**config.mk**
```make
export PLATFORM = sky130hd
export DESIGN_NAME = verify_engine_flat
export DESIGN_NICKNAME = d
export VERILOG_FILES = /design/src/verilog/fev_pkg.sv /design/src/verilog/verify_if.sv /design/src/verilog/verify_engine.sv /design/src/flat_wrapper.sv
export SDC_FILE = /design/constraint.sdc
export NUM_CORES = 1
export LEC_CHECK = 0
export BUFFER_PORTS_ARGS = -buffer_cell sky130_fd_sc_hd__buf_2
export CAP_MARGIN = 25
export CORE_MARGIN = 2
export CORE_UTILIZATION = 46
export DETAILED_ROUTE_END_ITERATION = 8
export PLACE_DENSITY_LB_ADDON = 0.05
export SLEW_MARGIN = 15
export SYNTH_ARGS = -nofsm -noshare
export SYNTH_HDL_FRONTEND = slang
export SYNTH_SLANG_ARGS = --single-unit
```
**constraint.sdc**
```tcl
create_clock -name sys_clk -period 2.5 [get_ports sys_clk]
set_input_delay 0.125 -clock sys_clk [delete_from_list [all_inputs] [get_ports sys_clk]]
set_output_delay 0.125 -clock sys_clk [all_outputs]
set_load 0.01 [all_outputs]
```
**src/verilog/fev_pkg.sv**
```systemverilog
// package: register map, command codes, flash geometry and sequencer states
package fev_pkg;
	// register byte offsets on the apb slave
	localparam logic [7:0] OFS_CLKDIV  = 8'h00;
	localparam logic [7:0] OFS_STATUS  = 8'h04;
	localparam logic [7:0] OFS_FAULT   = 8'h08;
	localparam logic [7:0] OFS_INDEX   = 8'h0C;
	localparam logic [7:0] OFS_PARAM   = 8'h10;
	localparam logic [7:0] OFS_ECCADDR = 8'h14;
	localparam logic [7:0] OFS_ECCDATA = 8'h18;
	localparam logic [7:0] OFS_CONFIG  = 8'h1C;
	// bit positions in the status, fault and clock divider registers
	localparam int BIT_COMMAND_COMPLETE_FLAG   = 7;
	localparam int BIT_ACCESS_ERROR_FLAG = 5;
	localparam int BIT_PROTECTION_VIOLATION_FLAG = 4;
	localparam int BIT_MGUP   = 1;
	localparam int BIT_MGLO   = 0;
	localparam int BIT_DFD    = 1;
	localparam int BIT_SFD    = 0;
	localparam int BIT_DIVLD  = 7;
	// command codes handled here
	localparam logic [7:0] CMD_EV_ALL = 8'h01;
	localparam logic [7:0] CMD_EV_BLK = 8'h02;
	localparam logic [7:0] CMD_EV_SEC = 8'h03;
	// parameter word indices
	localparam logic [2:0] IX_CODE  = 3'h0;
	localparam logic [2:0] IX_ADDR  = 3'h1;
	localparam logic [2:0] IX_COUNT = 3'h2;
	localparam int         NUM_PARAM = 6;
	// flash geometry: program area is one 256 kbyte window
	localparam logic [4:0]  P_WINDOW   = 5'h1F;
	localparam logic [6:0]  P_BLK_LO   = 7'h7C;
	localparam logic [6:0]  P_BLK_HI   = 7'h7F;
	localparam logic [6:0]  D_BLK      = 7'h10;
	localparam logic [22:0] P_BASE     = 23'h7C_0000;
	localparam logic [22:0] D_BASE     = 23'h10_0000;
	localparam int          P_PHRASES  = 32768;
	localparam logic [15:0] D_PHRASES  = 16'h0400;
	localparam logic [63:0] ERASED     = 64'hFFFF_FFFF_FFFF_FFFF;
	// sequencer states
	typedef enum logic [1:0] {SEQ_IDLE = 2'b00, SEQ_RUNP = 2'b01,
		SEQ_RUND = 2'b10, SEQ_FINISH = 2'b11} seq_e;
endpackage

```
**src/verilog/verify_if.sv**
```systemverilog
// interface: launch and result of one linear erase-verify walk
interface verify_if;
	logic        start;     // one-cycle pulse, begins a walk
	logic [22:0] base;      // first phrase address
	logic [15:0] count;     // phrases to read
	logic        done;      // one-cycle pulse, walk finished
	logic        anyErr;    // any error seen in the walk
	logic        uncorrErr; // a non-correctable error seen
	modport ctrl   (output start, base, count, input done, anyErr, uncorrErr);
	modport engine (input start, base, count, output done, anyErr, uncorrErr);
endinterface

```
**src/verilog/verify_engine.sv**
```systemverilog
// module: walks a run of phrases and checks that each one reads erased
module verify_engine
	import fev_pkg::*;
(
	input  wire logic        sys_clk,
	input  wire logic        rst_b,
	verify_if.engine         vif,
	output logic             memRdEn,
	output logic [22:0]      memRdAddr,
	input  wire logic [63:0] memRdData,
	input  wire logic        memRdSbe,
	input  wire logic        memRdDbe
);
	logic [22:0] addr_q, addr_d;   // next phrase to read
	logic [15:0] left_q, left_d;   // phrases still to issue
	logic        pend_q, pend_d;   // read data arrives this cycle
	logic        any_q, any_d;     // error accumulator
	logic        unc_q, unc_d;     // non-correctable accumulator
	logic        done_q, done_d;   // completion pulse

	// one read per cycle, data checked one cycle later
	always_comb begin
		addr_d  = addr_q;
		left_d  = left_q;
		any_d   = any_q;
		unc_d   = unc_q;
		memRdEn = 1'b0;
		if (vif.start) begin
			// fresh walk clears the accumulators
			addr_d = vif.base;
			left_d = vif.count;
			any_d  = 1'b0;
			unc_d  = 1'b0;
		end else if (left_q != 16'h0000) begin
			memRdEn = 1'b1;
			addr_d  = addr_q + 23'h00_0008;
			left_d  = left_q - 16'h0001;
		end
		if (pend_q) begin
			// not erased or any ecc hit counts as an error
			any_d = any_d | (memRdData != ERASED) | memRdSbe | memRdDbe;
			unc_d = unc_d | memRdDbe;
		end
		pend_d = memRdEn;
		done_d = pend_q && (left_q == 16'h0000) && !vif.start;
	end

	// state registers
	always_ff @(posedge sys_clk or negedge rst_b) begin
		if (!rst_b) begin
			addr_q <= 23'h00_0000;
			left_q <= 16'h0000;
			pend_q <= 1'b0;
			any_q  <= 1'b0;
			unc_q  <= 1'b0;
			done_q <= 1'b0;
		end else begin
			addr_q <= addr_d;
			left_q <= left_d;
			pend_q <= pend_d;
			any_q  <= any_d;
			unc_q  <= unc_d;
			done_q <= done_d;
		end
	end

	assign memRdAddr     = addr_q;
	assign vif.done      = done_q;
	assign vif.anyErr    = any_q;
	assign vif.uncorrErr = unc_q;
endmodule

```
**src/flat_wrapper.sv**
```systemverilog
// flat-port wrapper written by rule: the top's interface ports become plain ports
module verify_engine_flat import fev_pkg::*;
  (sys_clk, rst_b, memRdEn, memRdAddr, memRdData, memRdSbe, memRdDbe, vif_start, vif_base, vif_count, vif_done, vif_anyErr, vif_uncorrErr);
  verify_if vif_i ();
  input  wire logic sys_clk;
  input  wire logic rst_b;
  output logic memRdEn;
  output logic [22:0] memRdAddr;
  input  wire logic [63:0] memRdData;
  input  wire logic memRdSbe;
  input  wire logic memRdDbe;
  input wire logic [$bits(vif_i.start)-1:0] vif_start;
  input wire logic [$bits(vif_i.base)-1:0] vif_base;
  input wire logic [$bits(vif_i.count)-1:0] vif_count;
  output wire logic [$bits(vif_i.done)-1:0] vif_done;
  output wire logic [$bits(vif_i.anyErr)-1:0] vif_anyErr;
  output wire logic [$bits(vif_i.uncorrErr)-1:0] vif_uncorrErr;
  assign vif_i.start = vif_start;
  assign vif_i.base = vif_base;
  assign vif_i.count = vif_count;
  assign vif_done = vif_i.done;
  assign vif_anyErr = vif_i.anyErr;
  assign vif_uncorrErr = vif_i.uncorrErr;
  verify_engine u_core (.sys_clk(sys_clk), .rst_b(rst_b), .vif(vif_i), .memRdEn(memRdEn), .memRdAddr(memRdAddr), .memRdData(memRdData), .memRdSbe(memRdSbe), .memRdDbe(memRdDbe));
endmodule
```
==> flow_summary_export.csv, run 1 <==
group,metric,value,unit
clocking,numCtsBuffers,5,
cells_and_area,syn_to_final_growth,32.7,%
cells_and_area,layout-drive-gt1-share,38.3,%
synth,ys_ff_latch,43,
floorplan,die_h,79.7,um
timing,max_freq,424,MHz
placement,dp_hpwl,5.26,mm
power,totalPowerFinal,1.79,mW
worst_setup_path,cpPeakStageDelay,520,ps
outcome,outcome,"finished clean",
min_path,min_from,"vif_count[2]",
synth,ys_types,49,
timing,setup_tns,0,ps
clocking,cts_tree,"done",
floorplan,dieArea,6350,um^2
worst_setup_path,cp.buffers_inverters,2,
synth,synth_edf_count,0,
worst_setup_path,critPathKind,"register to primary output",
clocking,cts_root_buf,"clkbuf_8",
worst_setup_path,cp_data_required_time,2380,ps
worst_setup_path,path_max_fanout,12,
worst_setup_path,r2r_slack,250,ps
synth,synth_area_leaders,"dfrtp_1 41%, nand4_1 5.5%, or4_1 5.1%",
global_routing,track_usage,22.2,%
clocking,clkLatencyLatePin,290,ps
min_path,hold_end,"u_core.left_q[2]$_DFFE_PN0N_",
detailed_routing,drt-pass1-iter-count,4,
worst_setup_path,r2r_cells,6,
clocking,cts_resized,0,
synth,synth_area,2630,um^2
worst_setup_path,critPathTopFamily,"simple AND/OR/NAND/NOR gates",
synth,synthCells,284,
synth,muxShareOfSynthArea,2.85,%
clocking,cts_setup_buffers,0,
detailed_routing,drtIter0Drc,145,
min_path,hold_depth,3,
worst_setup_path,worstPathCellList,"inv_1 > ha_1 > nor4b_2 > and4_4 > nor2_1 > buf_2",
timing,final.min_clock_period,2360,ps
clocking,clk_path_buf_depth,2,
synth,synth_warnings,0,
global_routing,grt_pass1_vias,2546,
timing,setup-violations-final,0,
floorplan,num_io_pins,135,
timing,clock_skew,11.6,ps
power,p_per_area,511,nW/um^2
floorplan,start_util,47.8,%
cells_and_area,nets,529,
run,drv_cap,0,
floorplan,die_w,79.7,um
global_routing,grt_max_degree,48,
timing,rsz0062_at_grt,"no",
synth,synth_ff_type,"dfrtp_1",
detailed_routing,remaining_drc_errors,0,
synth,synth_adder_area_share,1.43,%
synth,syn-num-nets,395,
worst_setup_path,cp-start-kind,"register",
worst_setup_path,end_kind,"primary output",
synth,syn_area_per_cell,9.27,um^2
detailed_routing,routed_via_density,5.81,
clocking,clk_pin_slew,80,ps
detailed_routing,post_drt_wl_per_cell,15.2,um
cells_and_area,multi_input_area,1450,um^2
cells_and_area,nFillCells,510,
min_path,hp-class,"input pin to register",
clocking,cts_max_level,2,
worst_setup_path,slowest_stage,"nor4b_2",
synth,yosys.area_share.simple,30.6,%
global_routing,antenna_found_initial,0,
synth,async_flop_share,100,%
worst_setup_path,r2r-end,"u_core.left_q[1]$_DFFE_PN0N_",
timing,min_period_over_period,94.4,%
synth,synth_top_family_by_area,"simple AND/OR/NAND/NOR gates",
cells_and_area,diodes,0,
synth,seq_area_frac_synth,40.9,%
timing,finalHoldViolCount,0,
synth,synthXorXnorAreaFrac,2.00,%
cells_and_area,seq_area,1080,um^2
power,p_leak,1.54,nW
worst_setup_path,r2r_start,"u_core.left_q[0]$_DFFE_PN0N_",
cells_and_area,layout_commonest_cell,"buf_2",
timing,max-slew-margin-rel,58.8,%
clocking,cts.sinks,43,
timing,finalMaxSlewViolations,0,
cells_and_area,final_cell_mix,"134 x buf_2, 43 x dfrtp_1, 23 x nand4_1, 23 x nand2_1, 23 x nor2_1",
synth,synth_top_area_cell,"dfrtp_1",
power,vdd_drop_max,0.000329,V
synth,synth_compound_area_share,17.5,%
detailed_routing,wirelength,7.43,mm
global_routing,gr-total-overflow,0,
detailed_routing,vias,2845,
floorplan,coreArea,5510,um^2
floorplan,rows,27,
worst_setup_path,crit_arrival,2240,ps
placement,portBuffers,134,
global_routing,grt_pass1_wl,11.3,mm
timing,worst_pin_slew,616,ps
placement,globalplace.congestion,0.775,
detailed_routing,ant_nets,0,
synth,synth_top_area_share,40.9,%
state kept, by name, summed over array words and instances (netlist names):
register              count
u_core.memRdAddr         23
u_core.left_q            16
u_core.pend_q             1
u_core.vif.anyErr         1
u_core.vif.done           1
u_core.vif.uncorrErr      1
power by group:
group,total (mW),switching [mW],internal (mW)
sequential,0.854,0.0894,0.764
clock,0.527,0.234,0.293
combinational,0.405,0.203,0.202
total,1.79,0.527,1.26
Yosys cell counts, types with 4 or more instances:
| cell type | n |
|---|---|
| o31ai_1 | 14 |
| dfrtp_1 | 43 |
| mux2_2 | 4 |
| nor3_1 | 4 |
| o31a_1 | 5 |
| or4_1 | 18 |
| or3_1 | 7 |
| and3_1 | 4 |
| nor2_1 | 23 |
| xnor2_1 | 5 |
| inv_1 | 4 |
| nand3_1 | 14 |
| nand4_1 | 23 |
| nand2_1 | 23 |
| clkbuf_1 | 11 |
| a31oi_1 | 17 |
| o21ai_0 | 7 |
| nor4_1 | 5 |
| buf_6 | 5 |
worst min-delay path, delay by kind of cell:
family	cells	cell delay, ps
buf+inv	1	70
compound gates	1	60
simple gates	1	40
cell type report:
| type | count | area share, % |
|---|---|---|
| Inverter | 5 | 0.537 |
| Sequential cell | 43 | 30.8 |
| Multi-Input combinational cell | 221 | 41.6 |
| Timing Repair Buffer | 142 | 21.6 |
| Clock buffer | 6 | 2.08 |
| Tap cell | 72 | 2.58 |
| Clock inverter | 1 | 0.859 |
stage by stage:
step	area [um^2]	hold WS (ps)	std cells	util [%]	setup WS (ps)
after floorplan	2630	-171	284	-	648
after global placement	3330	330	479	60.6	519
after detailed placement	3330	338	479	60.6	457
after CTS	3440	26.6	486	62.4	148
after global routing	3490	46.5	490	63.5	1.83
final	3490	40.3	490	63.5	139
logic make-up after synthesis:
kind of cell,Yosys count
adders and majority gates,3
buffers and inverters,22
and+or+nand+nor,139
xor gates and xnor gates,6
AOI/OAI and AO/OA,64
DFF,43
muxes,7
metal layers:
| layer | global-route usage, % | part of all wire, % | up-vias | wire length [um] |
|---|---|---|---|---|
| met5 | 0 | 0 | - | 0 |
| met4 | 6.21 | 0.59 | 0 | 44 |
| met3 | 3.73 | 6.9 | 6 | 515 |
| met2 | 39.2 | 50 | 114 | 3690 |
| met1 | 28.0 | 43 | 1331 | 3180 |
| li1 | - | - | 1394 | - |
worst max path at each step:
stage,startpoint,to,slack [ps],depth (start not counted)
2_1_floorplan,u_core.left_q[0]$_DFFE_PN0N_,u_core.left_q[12]$_DFFE_PN0N_,650,6
3_3_place_gp,u_core.left_q[0]$_DFFE_PN0N_,u_core.memRdAddr[20]$_DFFE_PN0N_,520,6
3_5_place_dp,u_core.left_q[0]$_DFFE_PN0N_,u_core.memRdAddr[20]$_DFFE_PN0N_,460,6
4_1_cts,u_core.left_q[0]$_DFFE_PN0N_,memRdEn,150,6
5_1_grt,u_core.left_q[0]$_DFFE_PN0N_,memRdEn,2,6
6_report,u_core.left_q[0]$_DFFE_PN0N_,memRdEn,140,6
repair_timing:
action                                 4_1_cts  5_1_grt
setup endpoints to repair                    0        1
hold buffers                                 0        1
endpoints found under the hold margin        0       19
Note: power is estimated with default switching activity, not from simulation.
==> run 2: changes to the inputs <==
--- a/config.mk
+++ b/config.mk
@@ -5,10 +5,13 @@
 export SDC_FILE = /design/constraint.sdc
 export NUM_CORES = 1
 export LEC_CHECK = 0
+export ABC_AREA = 1
 export BUFFER_PORTS_ARGS = -buffer_cell sky130_fd_sc_hd__buf_2
 export CAP_MARGIN = 25
+export CELL_PAD_IN_SITES_DETAIL_PLACEMENT = 1
+export CELL_PAD_IN_SITES_GLOBAL_PLACEMENT = 1
 export CORE_MARGIN = 2
-export CORE_UTILIZATION = 46
+export CORE_UTILIZATION = 32
 export DETAILED_ROUTE_END_ITERATION = 8
 export PLACE_DENSITY_LB_ADDON = 0.05
 export SLEW_MARGIN = 15
==> flow_summary_export.csv, run 2 <==
group,metric,value,unit
detailed_routing,drtIter0Drc,57,
cells_and_area,layout-drive-gt1-share,28.4,%
worst_setup_path,cp_data_required_time,2380,ps
run,drv_cap,0,
timing,worst_pin_slew,601,ps
global_routing,antenna_found_initial,0,
clocking,numCtsBuffers,5,
timing,final.min_clock_period,1990,ps
power,vdd_drop_max,0.000251,V
clocking,clk_path_buf_depth,2,
detailed_routing,routed_via_density,4.83,
cells_and_area,syn_to_final_growth,29.7,%
cells_and_area,multi_input_area,1640,um^2
detailed_routing,remaining_drc_errors,0,
synth,seq_area_frac_synth,36.8,%
timing,rsz0062_at_grt,"no",
global_routing,grt_max_degree,44,
clocking,cts_max_level,2,
floorplan,rows,34,
clocking,cts.sinks,43,
floorplan,die_h,99.6,um
global_routing,top_usage_layer,"met2",
synth,synth_top_area_cell,"dfrtp_1",
power,cell_internal_pwr,1.16,mW
power,power_switching,0.593,mW
cells_and_area,seq_area,1080,um^2
placement,globalplace.congestion,0.884,
clocking,cts_tree,"done",
timing,setup-violations-final,0,
synth,async_flop_share,100,%
worst_setup_path,cp-start-kind,"register",
floorplan,coreArea,8810,um^2
timing,finalHoldViolCount,0,
power,p_clk_share,25.5,%
synth,syn-num-nets,545,
cells_and_area,layout_commonest_cell,"nand2_1",
synth,synth_top_area_share,36.8,%
timing,max_freq,502,MHz
synth,synthCells,434,
global_routing,grt_pass1_wl,16.1,mm
cells_and_area,diodes,0,
detailed_routing,wirelength,9.57,mm
power,pwr-share-seq,48.8,%
synth,post-synth-top-count-cell,"nand2_1",
synth,synth_area,2920,um^2
clocking,clk_pin_slew,90,ps
worst_setup_path,end_kind,"primary output",
global_routing,use_met2,34.8,%
worst_setup_path,critPathKind,"register to primary output",
floorplan,start_util,33.2,%
placement,portBuffers,134,
detailed_routing,vias,3275,
placement,dp_hpwl,7.66,mm
synth,synth_warnings,0,
synth,ys_ff_latch,43,
synth,synth_area_leaders,"dfrtp_1 37%, nand2_1 21%, nor2_1 7.7%",
outcome,outcome,"finished clean",
power,p_sw_share,33.9,%
timing,min_period_over_period,79.6,%
global_routing,grt_pass1_vias,3409,
synth,ys_types,31,
placement,place_area,3690,um^2
clocking,clkLatencyLatePin,290,ps
cells_and_area,final_area,3790,um^2
global_routing,gr-total-overflow,0,
cells_and_area,nets,680,
global_routing,track_usage,19.9,%
worst_setup_path,crit_arrival,1870,ps
floorplan,die_w,99.6,um
power,p_leak,1.98,nW
detailed_routing,post_drt_wl_per_cell,14.1,um
power,power_frac_comb,25.6,%
timing,clock_skew,5.75,ps
floorplan,dieArea,9910,um^2
min_path,hp-class,"input pin to register",
cells_and_area,nFillCells,1203,
timing,max-slew-margin-rel,60.0,%
synth,synth_edf_count,0,
cells_and_area,largest_reg_flops,23,
floorplan,num_io_pins,135,
clocking,cts_root_buf,"clkbuf_8",
power,p_per_area,462,nW/um^2
cells_and_area,final_cell_mix,"166 x nand2_1, 133 x buf_2, 60 x nor2_1",
detailed_routing,ant_nets,0,
global_routing,gr-usage-met1,26.3,%
worst_setup_path,path_max_fanout,18,
synth,syn_area_per_cell,6.73,um^2
timing,setup_tns,0,ps
synth,yosys-top-cells-count,"166 x nand2_1, 60 x nor2_1, 43 x dfrtp_1, 38 x nand3_1, 36 x inv_1",
synth,synth_ff_type,"dfrtp_1",
global_routing,use_met3,3.09,%
detailed_routing,drt-pass1-iter-count,4,
timing,finalMaxSlewViolations,0,
run 2: cell types whose count changed in the layout (fill, tap and decap cells not counted), moves of 6 or more:
cell,previous run,this run
o31ai_1,14,0
nor2_1,23,60
a31oi_1,17,0
or4_1,18,0
nand4_1,23,13
nand2_1,23,166
or3_1,7,0
xor2_1,1,7
nand3_1,14,38
inv_1,4,36
run 2: repair_timing:
| item | 4_1_cts | 5_1_grt |
|---|---|---|
| hold buffers | 0 | 1 |
| setup buffers | 0 | 0 |
| gates resized for setup | 0 | 0 |
| hold endpoints to repair | 0 | 43 |
run 2: layout make-up:
cell class / count / share of cell area [%]
Timing Repair Buffer: 137 / 18.8
Sequential cell: 43 / 28.4
Clock inverter: 1 / 0.132
Clock buffer: 7 / 2.01
Multi-Input combinational cell: 343 / 43.3
Inverter: 39 / 3.86
Tap cell: 108 / 3.57
run 2: cells by family after synthesis:
| group | synth area share (%) |
|---|---|
| adder cells (fa/ha/maj) | 1.28 |
| AND/OR/NAND/NOR | 45.3 |
| AO/OA/AOI/OAI | 4.45 |
| buffers and inverters | 7.07 |
| XOR/XNOR | 5.10 |
| flip-flops | 36.8 |
run 2: final timing paths:
kind / cells past startpoint / startpoint / slack, ps / to
max in group asynchronous: 2 / rst_b / 1710 / u_core.vif.done$_DFF_PN0_
max reg2reg: 8 / u_core.left_q[0]$_DFFE_PN0N_ / 810 / u_core.memRdAddr[11]$_DFFE_PN0N_
min: 3 / vif_count[3] / 30 / u_core.left_q[3]$_DFFE_PN0N_
min in group asynchronous: 2 / rst_b / 360 / u_core.memRdAddr[14]$_DFFE_PN0N_
min reg2reg: 2 / u_core.memRdAddr[1]$_DFFE_PN0P_ / 480 / u_core.memRdAddr[1]$_DFFE_PN0P_
max: 7 / u_core.left_q[0]$_DFFE_PN0N_ / 510 / memRdEn
run 2: routing by layer:
| metal | routed length (um) | share of wire [%] |
|---|---|---|
| met2 | 4610 | 48 |
| met1 | 4420 | 46 |
| met5 | 0 | 0 |
| met4 | 82 | 0.86 |
| met3 | 454 | 4.7 |
run 2: metrics by stage:
stage | utilization (%) | hold WS [ps] | cells | power, mW | setup WS (ps)
2_1_floorplan | - | -171 | 434 | 1.10 | 1060
3_3_place_gp | 42.0 | 324 | 669 | 1.31 | 882
3_5_place_dp | 42.0 | 333 | 669 | 1.32 | 809
4_1_cts | 42.9 | 17.1 | 677 | 1.78 | 475
5_1_grt | 43.0 | 20.7 | 678 | 1.88 | 351
6_report | 43.0 | 25.6 | 678 | 1.75 | 509
run 2: critical path: stages (launching register included):
cell and delay (ps):
dfrtp_1 400, inv_1 100, ha_1 230, nand2_1 80
nor2_2 60, a21oi_4 350, buf_12 210, buf_2 140
run 2: power by group through the flow:
stage / logic (mW) / registers (mW) / clock network (mW)
floorplan: 0.238 / 0.864 / 0
global placement: 0.442 / 0.866 / 0
detailed placement: 0.454 / 0.869 / 0
CTS: 0.457 / 0.856 / 0.470
global route: 0.513 / 0.869 / 0.498
finish: 0.449 / 0.855 / 0.447
